[src/verilog/sfp_pkg.sv]
// shared constants and types of the serial frame protocol engine
package sfp_pkg;
  localparam int unsigned FRAME_W    = 16;
  localparam int unsigned BYTE_W     = 8;
  localparam int unsigned PTR_W      = 3;
  localparam int unsigned PAY_W      = 12;
  localparam int unsigned CNT_W      = 8;
  localparam int unsigned IDX_W      = 4;
  localparam int unsigned MOD8_W     = 3;
  localparam int unsigned PIN_N      = 3;
  localparam int unsigned WR_BIT     = 15;
  localparam int unsigned PTR_MSB    = 14;
  localparam int unsigned PTR_LSB    = 12;
  localparam int unsigned PAY_MSB    = 11;
  localparam int unsigned HI_LSB     = 8;
  localparam int unsigned LO_MSB     = 7;
  localparam int unsigned HI_WR_BIT  = 7;
  localparam int unsigned HI_PTR_MSB = 6;
  localparam int unsigned HI_PTR_LSB = 4;
  typedef logic [FRAME_W-1:0] sfp_frame_t;
  typedef logic [PTR_W-1:0]   sfp_ptr_t;
  typedef logic [PAY_W-1:0]   sfp_pay_t;
  typedef logic [BYTE_W-1:0]  sfp_byte_t;
  localparam sfp_ptr_t              CSDS_PTR    = 3'h0;
  localparam sfp_ptr_t              CMPT_PTR    = 3'h1;
  localparam sfp_frame_t            REPLY_RST   = 16'h0000;
  localparam sfp_byte_t             BYTE_ZERO   = 8'h00;
  localparam logic [IDX_W-1:0]      IDX_MSB     = 4'hF;
  localparam logic [CNT_W-1:0]      CNT_HI_DONE = 8'h07;
  localparam logic [PIN_N-1:0]      PIN_RST     = 3'h5;
  typedef enum logic [2:0] {ST_IDLE, ST_HI_RES, ST_RD_WAIT, ST_RD_LATCH, ST_LO_RES} sfp_state_t;
endpackage : sfp_pkg

[src/verilog/sfp_link_if.sv]
// carrier between frame shifter and protocol engine
`timescale 1ns/100ps
`default_nettype none
interface sfp_link_if;
  import sfp_pkg::*;
  logic       cs_act;
  logic       start_stb;
  logic       hi_stb;
  logic       end_stb;
  logic       end_ok;
  sfp_frame_t rx_word;
  sfp_frame_t reply;
  modport shf (output cs_act, start_stb, hi_stb, end_stb, end_ok, rx_word, input reply);
  modport eng (input cs_act, start_stb, hi_stb, end_stb, end_ok, rx_word, output reply);
endinterface : sfp_link_if
`default_nettype wire

[src/verilog/sfp_sync.sv]
// two-stage synchroniser for the serial pins
`timescale 1ns/100ps
`default_nettype none
module sfp_sync
#(
  parameter logic [sfp_pkg::PIN_N-1:0] RST_VAL = sfp_pkg::PIN_RST
)
(
  input  wire logic                     clk,     // system clock
  input  wire logic                     rst_b,   // async reset
  input  wire logic [sfp_pkg::PIN_N-1:0] async_i, // raw pins
  output wire logic [sfp_pkg::PIN_N-1:0] sync_o   // synchronised pins
);
  import sfp_pkg::*;

  genvar g;
  generate
    for (g = 0; g < PIN_N; g++)
    begin : g_bit
      logic meta_r;
      logic hold_r;
      always_ff @(posedge clk or negedge rst_b)
      begin
        if (!rst_b)
        begin
          meta_r <= RST_VAL[g];
          hold_r <= RST_VAL[g];
        end
        else
        begin
          meta_r <= async_i[g];
          hold_r <= meta_r;
        end
      end
      assign sync_o[g] = hold_r;
    end
  endgenerate
endmodule : sfp_sync
`default_nettype wire

[src/verilog/sfp_shift.sv]
// serial frame shifter: edge detection, bit count, in and out shifting
`timescale 1ns/100ps
`default_nettype none
module sfp_shift
(
  input  wire logic   clk,     // system clock
  input  wire logic   rst_b,   // async reset
  input  wire logic   cs_b_s,  // synced chip select, low active
  input  wire logic   sclk_s,  // synced serial clock
  input  wire logic   si_s,    // synced serial input
  sfp_link_if.shf     lnk,     // events to the engine
  output logic        so_o,    // serial output data
  output logic        so_oe_o  // serial output enable
);
  import sfp_pkg::*;

  logic             cs_d_r;
  logic             sclk_d_r;
  logic [CNT_W-1:0] cnt_r;
  logic [IDX_W-1:0] idx_r;
  logic             first_r;
  logic             past_r;
  sfp_frame_t       rx_r;
  logic             start_r;
  logic             hi_r;
  logic             end_r;
  logic             ok_r;
  logic             cs_fall;
  logic             cs_rise;
  logic             sc_fall;
  logic             sc_rise;

  assign cs_fall = cs_d_r & ~cs_b_s;
  assign cs_rise = ~cs_d_r & cs_b_s;
  // edges count only while selected
  assign sc_fall = ~cs_b_s & sclk_d_r & ~sclk_s;
  assign sc_rise = ~cs_b_s & ~sclk_d_r & sclk_s;

  always_ff @(posedge clk or negedge rst_b)
  begin
    if (!rst_b)
    begin
      cs_d_r   <= 1'b1;
      sclk_d_r <= 1'b0;
    end
    else
    begin
      cs_d_r   <= cs_b_s;
      sclk_d_r <= sclk_s;
    end
  end

  // input sampled on falling serial clock, msb first
  always_ff @(posedge clk or negedge rst_b)
  begin
    if (!rst_b)
    begin
      cnt_r <= '0;
      rx_r  <= REPLY_RST;
    end
    else if (cs_fall)
      cnt_r <= '0;
    else if (sc_fall)
    begin
      rx_r  <= {rx_r[FRAME_W-2:0], si_s};
      cnt_r <= cnt_r + CNT_W'(1);
    end
  end

  always_ff @(posedge clk or negedge rst_b)
  begin
    if (!rst_b)
    begin
      start_r <= 1'b0;
      hi_r    <= 1'b0;
      end_r   <= 1'b0;
      ok_r    <= 1'b0;
    end
    else
    begin
      start_r <= cs_fall;
      hi_r    <= sc_fall && (cnt_r == CNT_HI_DONE);
      end_r   <= cs_rise;
      ok_r    <= (cnt_r[MOD8_W-1:0] == '0) && (cnt_r != '0);
    end
  end

  // output index steps after each rising edge but the first
  always_ff @(posedge clk or negedge rst_b)
  begin
    if (!rst_b)
    begin
      idx_r   <= IDX_MSB;
      first_r <= 1'b1;
      past_r  <= 1'b0;
    end
    else if (cs_fall)
    begin
      idx_r   <= IDX_MSB;
      first_r <= 1'b1;
      past_r  <= 1'b0;
    end
    else if (sc_rise)
    begin
      if (first_r)
        first_r <= 1'b0;
      else if (idx_r == '0)
        past_r <= 1'b1;
      else
        idx_r <= idx_r - IDX_W'(1);
    end
  end

  // reply leaves over the same edges that bring the command in
  always_ff @(posedge clk or negedge rst_b)
  begin
    if (!rst_b)
    begin
      so_o    <= 1'b0;
      so_oe_o <= 1'b0;
    end
    else
    begin
      so_oe_o <= ~cs_b_s;
      so_o    <= cs_fall ? lnk.reply[IDX_MSB] : (~cs_b_s & ~past_r & lnk.reply[idx_r]);
    end
  end

  assign lnk.cs_act    = ~cs_b_s;
  assign lnk.start_stb = start_r;
  assign lnk.hi_stb    = hi_r;
  assign lnk.end_stb   = end_r;
  assign lnk.end_ok    = ok_r;
  assign lnk.rx_word   = rx_r;
endmodule : sfp_shift
`default_nettype wire

[src/verilog/sfp_engine.sv]
// serial frame protocol engine: command decode and reply building
// What this block does
// - frame holds flag, pointer, twelve-bit payload
// - write applied only at chip select rise
// - write reply carries addressed register data
// - read data returned in following transfer
// - non-compact reply bit 15 is even parity
// - non-compact reply bits 14..12 echo pointer
// - reply payload holds register or feedback
// - first reply after reset is diagnosis
// - read needs two transfers, second carries command
// - compact upper byte runs after eight bits
// - compact lower byte runs at frame end
// - reply bytes pair with previous, current commands
// - reply shifts out with input simultaneously
// - deselected: ignore inputs, output floats
// - sample falling edge, drive after rising
// - non multiple of eight discarded, error
`timescale 1ns/100ps
`default_nettype none
module sfp_engine
(
  input  wire logic                clk,            // 100 MHz system clock
  input  wire logic                rst_b,          // async reset
  input  wire logic                cs_b_i,         // chip select pin
  input  wire logic                sclk_i,         // serial clock pin
  input  wire logic                si_i,           // serial input pin
  output logic                     so_o,           // serial output pin
  output logic                     so_oe_o,        // serial output enable
  output logic                     reg_wr_stb_o,   // register write pulse
  output sfp_pkg::sfp_ptr_t        reg_ptr_o,      // register pointer
  output sfp_pkg::sfp_pay_t        reg_wdata_o,    // register write data
  input  wire sfp_pkg::sfp_pay_t   reg_rdata_i,    // data of reg_ptr_o
  input  wire sfp_pkg::sfp_pay_t   sd_status_i,    // short diagnosis word
  output logic                     cmpt_hi_stb_o,  // upper byte command pulse
  output sfp_pkg::sfp_byte_t       cmpt_hi_cmd_o,  // upper byte command
  input  wire sfp_pkg::sfp_byte_t  cmpt_hi_res_i,  // upper byte result
  output logic                     cmpt_lo_stb_o,  // lower byte command pulse
  output sfp_pkg::sfp_byte_t       cmpt_lo_cmd_o,  // lower byte command
  input  wire sfp_pkg::sfp_byte_t  cmpt_lo_res_i,  // lower byte result
  output logic                     comm_err_o,     // sticky framing error
  input  wire logic                comm_err_clr_i  // clear framing error
);
  import sfp_pkg::*;

  sfp_link_if lnk ();

  logic [PIN_N-1:0] pins_s;
  sfp_state_t       state_r;
  sfp_frame_t       reply_r;
  logic             first_r;
  logic             cmpt_reply_r;
  sfp_ptr_t         rx_ptr;
  sfp_pay_t         rx_pay;
  logic             rx_wr;
  logic             rx_cmpt;
  logic             hi_cmpt;

  function automatic sfp_frame_t mk_reply(input sfp_ptr_t p, input sfp_pay_t d);
    mk_reply = {^{p, d}, p, d};
  endfunction : mk_reply

  sfp_sync u_sync
  (
    .clk     (clk),
    .rst_b   (rst_b),
    .async_i ({cs_b_i, sclk_i, si_i}),
    .sync_o  (pins_s)
  );

  sfp_shift u_shift
  (
    .clk     (clk),
    .rst_b   (rst_b),
    .cs_b_s  (pins_s[2]),
    .sclk_s  (pins_s[1]),
    .si_s    (pins_s[0]),
    .lnk     (lnk.shf),
    .so_o    (so_o),
    .so_oe_o (so_oe_o)
  );

  // frame fields
  assign rx_wr   = lnk.rx_word[WR_BIT];
  assign rx_ptr  = lnk.rx_word[PTR_MSB:PTR_LSB];
  assign rx_pay  = lnk.rx_word[PAY_MSB:0];
  // compact frames take the byte path instead of register access
  assign rx_cmpt = rx_wr && (rx_ptr == CMPT_PTR);
  // after eight bits the upper byte sits in the low half of the shifter
  assign hi_cmpt = lnk.rx_word[HI_WR_BIT] && (lnk.rx_word[HI_PTR_MSB:HI_PTR_LSB] == CMPT_PTR);

  assign lnk.reply = reply_r;

  // sequencing of command execution
  always_ff @(posedge clk or negedge rst_b)
  begin
    if (!rst_b)
      state_r <= ST_IDLE;
    else
    begin
      case (state_r)
        ST_IDLE:
        begin
          if (lnk.hi_stb && hi_cmpt)
            state_r <= ST_HI_RES;
          else if (lnk.end_stb && lnk.end_ok)
            state_r <= rx_cmpt ? ST_LO_RES : ST_RD_WAIT;
        end
        ST_HI_RES:   state_r <= ST_IDLE;
        ST_RD_WAIT:  state_r <= ST_RD_LATCH;
        ST_RD_LATCH: state_r <= ST_IDLE;
        ST_LO_RES:   state_r <= ST_IDLE;
        default:     state_r <= ST_IDLE;
      endcase
    end
  end

  // register access strobes, issued only after chip select rises
  always_ff @(posedge clk or negedge rst_b)
  begin
    if (!rst_b)
    begin
      reg_wr_stb_o <= 1'b0;
      reg_ptr_o    <= CSDS_PTR;
      reg_wdata_o  <= '0;
    end
    else
    begin
      reg_wr_stb_o <= 1'b0;
      if (state_r == ST_IDLE && lnk.end_stb && lnk.end_ok && !rx_cmpt)
      begin
        reg_wr_stb_o <= rx_wr;
        reg_ptr_o    <= rx_ptr;
        reg_wdata_o  <= rx_pay;
      end
    end
  end

  // compact byte commands
  always_ff @(posedge clk or negedge rst_b)
  begin
    if (!rst_b)
    begin
      cmpt_hi_stb_o <= 1'b0;
      cmpt_hi_cmd_o <= BYTE_ZERO;
      cmpt_lo_stb_o <= 1'b0;
      cmpt_lo_cmd_o <= BYTE_ZERO;
    end
    else
    begin
      cmpt_hi_stb_o <= 1'b0;
      cmpt_lo_stb_o <= 1'b0;
      if (state_r == ST_IDLE && lnk.hi_stb && hi_cmpt)
      begin
        cmpt_hi_stb_o <= 1'b1;
        cmpt_hi_cmd_o <= lnk.rx_word[LO_MSB:0];
      end
      if (state_r == ST_IDLE && lnk.end_stb && lnk.end_ok && rx_cmpt)
      begin
        cmpt_lo_stb_o <= 1'b1;
        cmpt_lo_cmd_o <= lnk.rx_word[LO_MSB:0];
      end
    end
  end

  // first frame after reset answers with the diagnosis word
  always_ff @(posedge clk or negedge rst_b)
  begin
    if (!rst_b)
      first_r <= 1'b1;
    else if (lnk.start_stb)
      first_r <= 1'b0;
  end

  // reply word for the current and the next transfer
  always_ff @(posedge clk or negedge rst_b)
  begin
    if (!rst_b)
    begin
      reply_r      <= REPLY_RST;
      cmpt_reply_r <= 1'b0;
    end
    else
    begin
      case (state_r)
        ST_IDLE:
        begin
          if (first_r && !lnk.cs_act)
          begin
            reply_r      <= mk_reply(CSDS_PTR, sd_status_i);
            cmpt_reply_r <= 1'b0;
          end
        end
        ST_HI_RES:
        begin
          reply_r[LO_MSB:0] <= cmpt_hi_res_i;
          cmpt_reply_r      <= 1'b1;
        end
        ST_RD_LATCH:
        begin
          // written register read back after the write took effect
          reply_r      <= mk_reply(reg_ptr_o, reg_rdata_i);
          cmpt_reply_r <= 1'b0;
        end
        ST_LO_RES:
        begin
          // lower half stays empty until the next upper command fills it
          reply_r      <= {cmpt_lo_res_i, BYTE_ZERO};
          cmpt_reply_r <= 1'b1;
        end
        default:
        begin
          reply_r      <= reply_r;
          cmpt_reply_r <= cmpt_reply_r;
        end
      endcase
    end
  end

  // sticky error for frames that are not whole bytes; a new error beats a clear
  always_ff @(posedge clk or negedge rst_b)
  begin
    if (!rst_b)
      comm_err_o <= 1'b0;
    else if (lnk.end_stb && !lnk.end_ok)
      comm_err_o <= 1'b1;
    else if (comm_err_clr_i)
      comm_err_o <= 1'b0;
  end
endmodule : sfp_engine
`default_nettype wire

[config.mk]
export PLATFORM = sky130hd
export DESIGN_NAME = sfp_engine
export DESIGN_NICKNAME = d
export VERILOG_FILES = /design/src/verilog/sfp_pkg.sv /design/src/verilog/sfp_link_if.sv /design/src/verilog/sfp_sync.sv /design/src/verilog/sfp_shift.sv /design/src/verilog/sfp_engine.sv
export SDC_FILE = /design/constraint.sdc
export NUM_CORES = 1
export LEC_CHECK = 0
export ABC_CLOCK_PERIOD_IN_PS = 1700
export BUFFER_PORTS_ARGS = -buffer_cell sky130_fd_sc_hd__buf_4
export CORE_AREA = 2 2 137 139
export CTS_BUF_LIST = sky130_fd_sc_hd__clkbuf_8
export DETAILED_ROUTE_END_ITERATION = 16
export DIE_AREA = 0 0 139 141
export GPL_TIMING_DRIVEN = 0
export PLACE_DENSITY = 0.48
export SYNTH_ARGS = -nofsm -noshare
export SYNTH_HDL_FRONTEND = slang
export SYNTH_HIERARCHICAL = 1
export SYNTH_SLANG_ARGS = --single-unit
[constraint.sdc]
create_clock -name clk -period 1.7 [get_ports clk]
set_input_delay 0.085 -clock clk [delete_from_list [all_inputs] [get_ports clk]]
set_output_delay 0.085 -clock clk [all_outputs]
set_load 0.05 [all_outputs]
==> results.txt, run 1 <==
GRT Residual Overflow = 0
Largest net degree at the start of global routing = 100
Worst-Margin Slew = 0.917 ns
Crit Path Max Fanout = 6
CP arrival = 2.02 ns
Iteration-0 DRC Markers = 130
Setup crit start kind = register
Simple-gate share of the synthesized area = 15.2%
Worst hold start = sd_status_i[0]
CTS HTree Levels = 3
Core Region = 18300 µm²
Post-detailed-route count of antenna-violating nets = 0
Status = complete, but fails checks
FFs w/ async S/R, synth = 100%
Crit path max-delay family = multiplexers
First-pass GRT wire length = 18500 µm
Final setup margin = -0.0468 ns
Most used cell, CP = mux2i_1
Final critical-path share of the clock period = 103%
Hold slack = 0.112 ns
Avg Inst Size Synth = 10.9 µm²
Clock root buffer = clkbuf_8
CTS Sinks = 99
CTS buffer count = 9
Clk pin slew, worst setup/hold paths = 0.09 ns
GPL Wtd Cong = 0.840
Sequential share of the synthesized area = 53.9%
Gate power share = 10.6%
RSZ-0062 raised after global routing = yes
Adder-Cell Fraction of Synth Area = 0.813%
Synth unique cells = 49
R2r setup slk = -0.05 ns
Wire per inst = 15.0 µm
Initial core utilization = 25.3%
Detailed Route WL = 11600 µm
Clock Tree Buf Depth = 2
Worst min path class = in -> reg
Netlist Area Pre-Place = 4620 µm²
CP max-delay cell = dfstp_2
DR vias/cell = 4.48
Final Hold Vio Count = 0
Post-synthesis compound-gate area fraction = 8.94%
Gr usage total = 11.8%
Synth Area in XOR/XNOR = 6.31%
P_leak = 0.00287 µW
Critical Path Max Stage Delay = 0.54 ns
Largest family of logic cells by synthesized area = simple AND/OR/NAND/NOR gates
Critical Path Sink Type = register
IO buf count = 82
Mapped Cells = 422
Synth area leaders = dfrtp_1 (48%), dfstp_2 (6.3%), nand2_1 (6.0%)
Vias post-DR = 3470
PD cells = 773 nW/µm²
Crit path required time = 1.97 ns
VDD IR max = 0.000436 V
Width of the die = 139 µm
Layout area overhead = 31.4%
Reg-to-reg critical path endpoint = u_shift/so_o
Finished layout cell area = 6070 µm²
Int Pwr = 3540 µW
Area leader, netlist = dfrtp_1
Layout fillers = 1875
Crit path buf inv count = 1
Clk_lat worst skew = 0.39 ns
Std-Cell Rows = 50
Slew HR = 38.9%
Vias in the first global route = 3540
Worst Hold Depth = 4
Placed insts = 738
Drt drc = 0
Placed instance area = 5530 µm²
WHS Endpoint = lnk.reply[0]
Fin cells = 774
Max Clk Rate = 572 MHz
DIE HEIGHT = 141 µm
Crit path time final = 1.75 ns
DP Wirelength = 7980 µm
CTS tree = yes
Antenna violations before repair = 0
Max_cap viols = 0
Switching share of total power = 24.5%
Final Setup Violations = 1
#FFs+latches synth = 99
YS warnings = 6
Worst r2r src = u_shift/idx_r[0]
Die Area = 19600 µm²
Post-synth EDFFs = 0
Synth top area share = 47.7%
Sequential share of power = 52.7%
Commonest non-fill, non-tap cell in the layout = buf_4
Multiplexer area fraction after synthesis = 10.5%
Fraction of layout cells with a size suffix above 1 = 36.7%
Fin. max-slew vios = 0
NetSw = 1150 µW
WS Path Type = reg -> reg
Main synth FF type = dfrtp_1
DRT Pass-1 Iters = 4
Diode count = 0
Reg2Reg Depth = 5
Failing checks = setup timing
Fin nets = 584
Syn_nets = 471
Commonest cells after routing, fill and taps aside = buf_4 (96), dfrtp_1 (83), nand2_1 (69)
Clock power share = 36.7%
Fin Clk Skew = 0.0235 ns
I/O pin count = 83
Crit-path cells = buf_6 -> mux4_2 -> mux2i_1 -> mux2i_1 -> a32o_1
==> synthesized netlist by cell type (4+ instances only) <==
library cell	instances
o21ai_0	15
buf_2	10
nand2_1	74
nand3_1	6
mux4_1	4
mux2_2	24
mux2i_1	11
xnor3_1	4
a22oi_1	4
a21oi_1	21
dfrtp_1	88
o221ai_1	4
a31oi_1	4
nor2b_1	5
nor3b_1	7
xnor2_1	17
buf_4	7
xor2_1	6
a221o_1	8
inv_1	20
nor2_1	29
dfstp_2	11
and2_1	5
==> power groups by stage <==
stage	Sequential [µW]	Combinational, µW	Clock (µW)
6_report	2470	497	1720
5_1_grt	2480	548	1890
4_1_cts	2470	499	1790
3_5_place_dp	2520	465	0
3_3_place_gp	2520	463	0
2_1_floorplan	2520	235	0
==> per-layer routing <==
metal / vias up / global-route usage, % / share of wire [%]
met5: - / 0 / 0
met4: 0 / 4.89 / 2.0
met3: 18 / 2.68 / 3.3
met2: 65 / 19.1 / 49
met1: 1719 / 15.4 / 46
li1: 1668 / - / -
==> worst max-delay path by stage <==
| stage | end | slack, ns | startpoint | cells after the start |
|---|---|---|---|---|
| floorplan | lnk.reply[15] | 0.0008 | reg_ptr_o[0] | 5 |
| global placement | reg_wdata_o[10] | -0.27 | state_r[1] | 6 |
| detailed placement | reg_wdata_o[5] | -0.33 | state_r[1] | 6 |
| CTS | u_shift/so_o | -0.08 | u_shift/idx_r[0] | 5 |
| global route | u_shift/so_o | -0.11 | u_shift/idx_r[0] | 5 |
| finish | u_shift/so_o | -0.05 | u_shift/idx_r[0] | 5 |
==> worst min-delay path, delay by kind of cell <==
family          cells  cell delay (ns)
compound gates      2             0.20
buf+inv             2             0.16
==> metrics by stage <==
stage | setup slack [ns] | power, µW | setup TNS [ns] | util, %
3_3_place_gp | -0.268 | 2980 | -5.76 | 30.3
6_report | -0.0468 | 4690 | -0.0468 | 33.2
3_5_place_dp | -0.326 | 2980 | -7.09 | 30.3
2_1_floorplan | 0.000815 | 2750 | 0 | -
4_1_cts | -0.0789 | 4760 | -0.0934 | 32.4
5_1_grt | -0.111 | 4920 | -0.188 | 33.2
==> cells by family after synthesis <==
logic type | count (synthesis)
multiplexers | 39
buffers and inverters | 40
adder cells (fa/ha/maj) | 3
flip-flops | 99
AND/OR/NAND/NOR | 150
XOR/XNOR | 27
AO/OA/AOI/OAI | 64
==> what timing repair did <==
| action | CTS | global route |
|---|---|---|
| resized for setup | 15 | 32 |
| endpoints found under the setup margin | 54 | 52 |
| hold endpoints to repair | 8 | 88 |
| hold buffers | 8 | 1 |
| setup buffers | 4 | 6 |
| gates cloned | 0 | 3 |
| pin swaps | 4 | 5 |
==> cell type report <==
type	count	area (µm²)	area share (%)
tap	234	293	4.82
buffer	18	135	2.23
inverter	20	75.1	1.24
multi-input combinational	285	2050	33.8
clock inverter	6	86.3	1.42
timing repair buffer	102	796	13.1
clock buffer	10	138	2.27
sequential	99	2500	41.1
==> registers in the layout (all words and copies together) (netlist names), 3 cells and up <==
| name | count |
|---|---|
| reg_wdata_o | 12 |
| cmpt_lo_cmd_o | 8 |
| u_shift/lnk.rx_word | 16 |
| reg_ptr_o | 3 |
| cmpt_hi_cmd_o | 8 |
| u_shift/idx_r | 4 |
| lnk.reply | 16 |
| u_sync/g_bit.hold_r | 3 |
| state_r | 3 |
| u_shift/cnt_r | 8 |
| u_sync/g_bit.meta_r | 3 |
(Power assumes the default switching activity.)
==> inputs of run 2 (changes only) <==
--- a/config.mk
+++ b/config.mk
@@ -7,12 +7,13 @@
 export LEC_CHECK = 0
 export ABC_CLOCK_PERIOD_IN_PS = 1700
 export BUFFER_PORTS_ARGS = -buffer_cell sky130_fd_sc_hd__buf_4
-export CORE_AREA = 2 2 137 139
+export CORE_AREA = 2 2 118 120
 export CTS_BUF_LIST = sky130_fd_sc_hd__clkbuf_8
 export DETAILED_ROUTE_END_ITERATION = 16
-export DIE_AREA = 0 0 139 141
+export DIE_AREA = 0 0 120 122
 export GPL_TIMING_DRIVEN = 0
-export PLACE_DENSITY = 0.48
+export PLACE_DENSITY = 0.6
+export SKIP_CTS_REPAIR_TIMING = 1
 export SYNTH_ARGS = -nofsm -noshare
 export SYNTH_HDL_FRONTEND = slang
 export SYNTH_HIERARCHICAL = 1
==> results.txt, run 2 (synthesis gave the netlist of run 1 again) <==
Status = complete, but fails checks (unchanged)
Failing checks = setup timing (unchanged)
Reg2Reg Depth = 5 (unchanged)
Met1 GRT Util = 20.5% (was 15.4%)
Detailed Route WL = 10900 µm (was 11600 µm)
Crit-path cells = buf_6 -> mux4_2 -> mux2i_1 -> mux2i_1 -> a32o_1 (unchanged)
Worst min path class = in -> reg (unchanged)
R2r setup slk = -0.01 ns (was -0.05 ns)
Antenna violations before repair = 0 (unchanged)
Crit path max-delay family = multiplexers (unchanged)
Clk pin slew, worst setup/hold paths = 0.09 ns (about the same)
Critical Path Max Stage Delay = 0.54 ns (about the same)
Wire per inst = 15.1 µm (was 15.0 µm)
CTS HTree Levels = 3 (unchanged)
DP Wirelength = 7780 µm (was 7980 µm)
Clock Tree Buf Depth = 2 (unchanged)
Vias post-DR = 3447 (was 3470)
Final Hold Vio Count = 0 (unchanged)
Fraction of layout cells with a size suffix above 1 = 35.7% (was 36.7%)
Std-Cell Rows = 43 (was 50)
Worst-Margin Slew = 0.902 ns (was 0.917 ns)
Placed insts = 684 (was 738)
Worst hold start = sd_status_i[9] (was sd_status_i[0])
VDD IR max = 0.000490 V (was 0.000436 V)
Met2 usage = 24.0% (was 19.1%)
GRT Residual Overflow = 0 (unchanged)
Commonest cells after routing, fill and taps aside = buf_4 (100), dfrtp_1 (83), nand2_1 (71) (was buf_4 (96), dfrtp_1 (83), nand2_1 (69))
Clock root buffer = clkbuf_8 (unchanged)
Final setup margin = -0.0100 ns (was -0.0468 ns)
Core Region = 13500 µm² (was 18300 µm²)
Fin nets = 584 (unchanged)
Gr busiest metal = met2 (unchanged)
Vias in the first global route = 3421 (was 3540)
I/O pin count = 83 (unchanged)
CTS Sinks = 99 (unchanged)
WS Path Type = reg -> reg (unchanged)
Die Area = 14600 µm² (was 19600 µm²)
DRT Pass-1 Iters = 5 (was 4)
Fin Clk Skew = 0.0120 ns (was 0.0235 ns)
Worst Hold Depth = 3 (was 4)
Crit Path Max Fanout = 6 (unchanged)
Largest net degree at the start of global routing = 100 (unchanged)
CP arrival = 1.98 ns (was 2.02 ns)
WHS Endpoint = lnk.reply[9] (was lnk.reply[0])
Drt drc = 0 (unchanged)
Crit path buf inv count = 1 (unchanged)
Fin cells = 720 (was 774)
Final Setup Violations = 1 (unchanged)
Worst r2r src = u_shift/idx_r[0] (unchanged)
DIE HEIGHT = 122 µm (was 141 µm)
Reg-to-reg critical path endpoint = u_shift/so_o (unchanged)
Slew HR = 39.8% (was 38.9%)
Most used cell, CP = mux2i_1 (unchanged)
Met3 Use GR = 3.28% (was 2.68%)
Iteration-0 DRC Markers = 214 (was 130)
First-pass GRT wire length = 17500 µm (was 18500 µm)
Crit path required time = 1.97 ns (about the same)
Critical Path Sink Type = register (unchanged)
Finished Core Util = 44.1% (was 33.2%)
Layout area overhead = 29.0% (was 31.4%)
Initial core utilization = 34.2% (was 25.3%)
Width of the die = 120 µm (was 139 µm)
Gr usage total = 15.2% (was 11.8%)
Max Clk Rate = 585 MHz (was 572 MHz)
Diode count = 0 (unchanged)
IO buf count = 82 (unchanged)
CP max-delay cell = dfstp_2 (unchanged)
CTS buffer count = 9 (unchanged)
Setup crit start kind = register (unchanged)
Commonest non-fill, non-tap cell in the layout = buf_4 (unchanged)
RSZ-0062 raised after global routing = yes (unchanged)
Clk_lat worst skew = 0.37 ns (was 0.39 ns)
Final critical-path share of the clock period = 101% (was 103%)
Layout fillers = 1281 (was 1875)
CP Launch Point = u_shift/idx_r[0] (unchanged)
Post-detailed-route count of antenna-violating nets = 0 (unchanged)
CTS tree = yes (unchanged)
DR vias/cell = 4.79 (was 4.48)
Crit path time final = 1.71 ns (was 1.75 ns)
PD cells = 783 nW/µm² (was 773 nW/µm²)
Fin. max-slew vios = 0 (unchanged)
P_leak = 0.00287 µW (about the same)
Max_cap viols = 0 (unchanged)
GPL Wtd Cong = 0.874 (was 0.840)
run 2: power by group:
group | switching (µW) | internal, µW | total [µW]
clock | 849 | 842 | 1690
sequential | 53.5 | 2420 | 2470
combinational | 242 | 261 | 504
total | 1140 | 3520 | 4670
run 2: tightest hold or removal path, cell delays in order:
cell,delay (ns)
buf_4,0.13
o221ai_1,0.15
a21oi_1,0.07
run 2: worst max path at each step:
stage | end | cells after the start
6_report | u_shift/so_o | 5
5_1_grt | lnk.reply[15] | 5
4_1_cts | cmpt_hi_cmd_o[0] | 4
3_5_place_dp | cmpt_hi_cmd_o[0] | 4
3_3_place_gp | reg_wdata_o[10] | 6
2_1_floorplan | lnk.reply[15] | 5
run 2: routing by layer:
| metal | vias to the layer above | wire length, µm |
|---|---|---|
| met5 | - | 0 |
| met4 | 0 | 198 |
| met3 | 15 | 417 |
| met2 | 66 | 5310 |
| met1 | 1703 | 4940 |
| li1 | 1663 | - |
run 2: final cells by class:
type,instances,area (µm²),area share (%)
sequential,99,2500,41.9
multi-input combinational,283,2010,33.8
timing repair buffer,103,800,13.4
tap,180,225,3.78
buffer,19,128,2.14
clock buffer,9,124,2.08
clock inverter,7,98.8,1.66
inverter,20,75.1,1.26
run 2: per-stage QoR:
step / cell area (µm²) / total power (µW) / setup TNS [ns] / worst slack (ns) / hold slack [ns]
6_report: 5960 / 4670 / -0.0100 / -0.0100 / 0.109
4_1_cts: 5690 / 4690 / -6.78 / -0.338 / -0.213
3_3_place_gp: 5460 / 2970 / -4.53 / -0.217 / 0.194
5_1_grt: 5960 / 4870 / -0.175 / -0.0782 / 0.102
2_1_floorplan: 4620 / 2750 / 0 / 0.000815 / -0.211
3_5_place_dp: 5460 / 2990 / -5.43 / -0.284 / 0.195
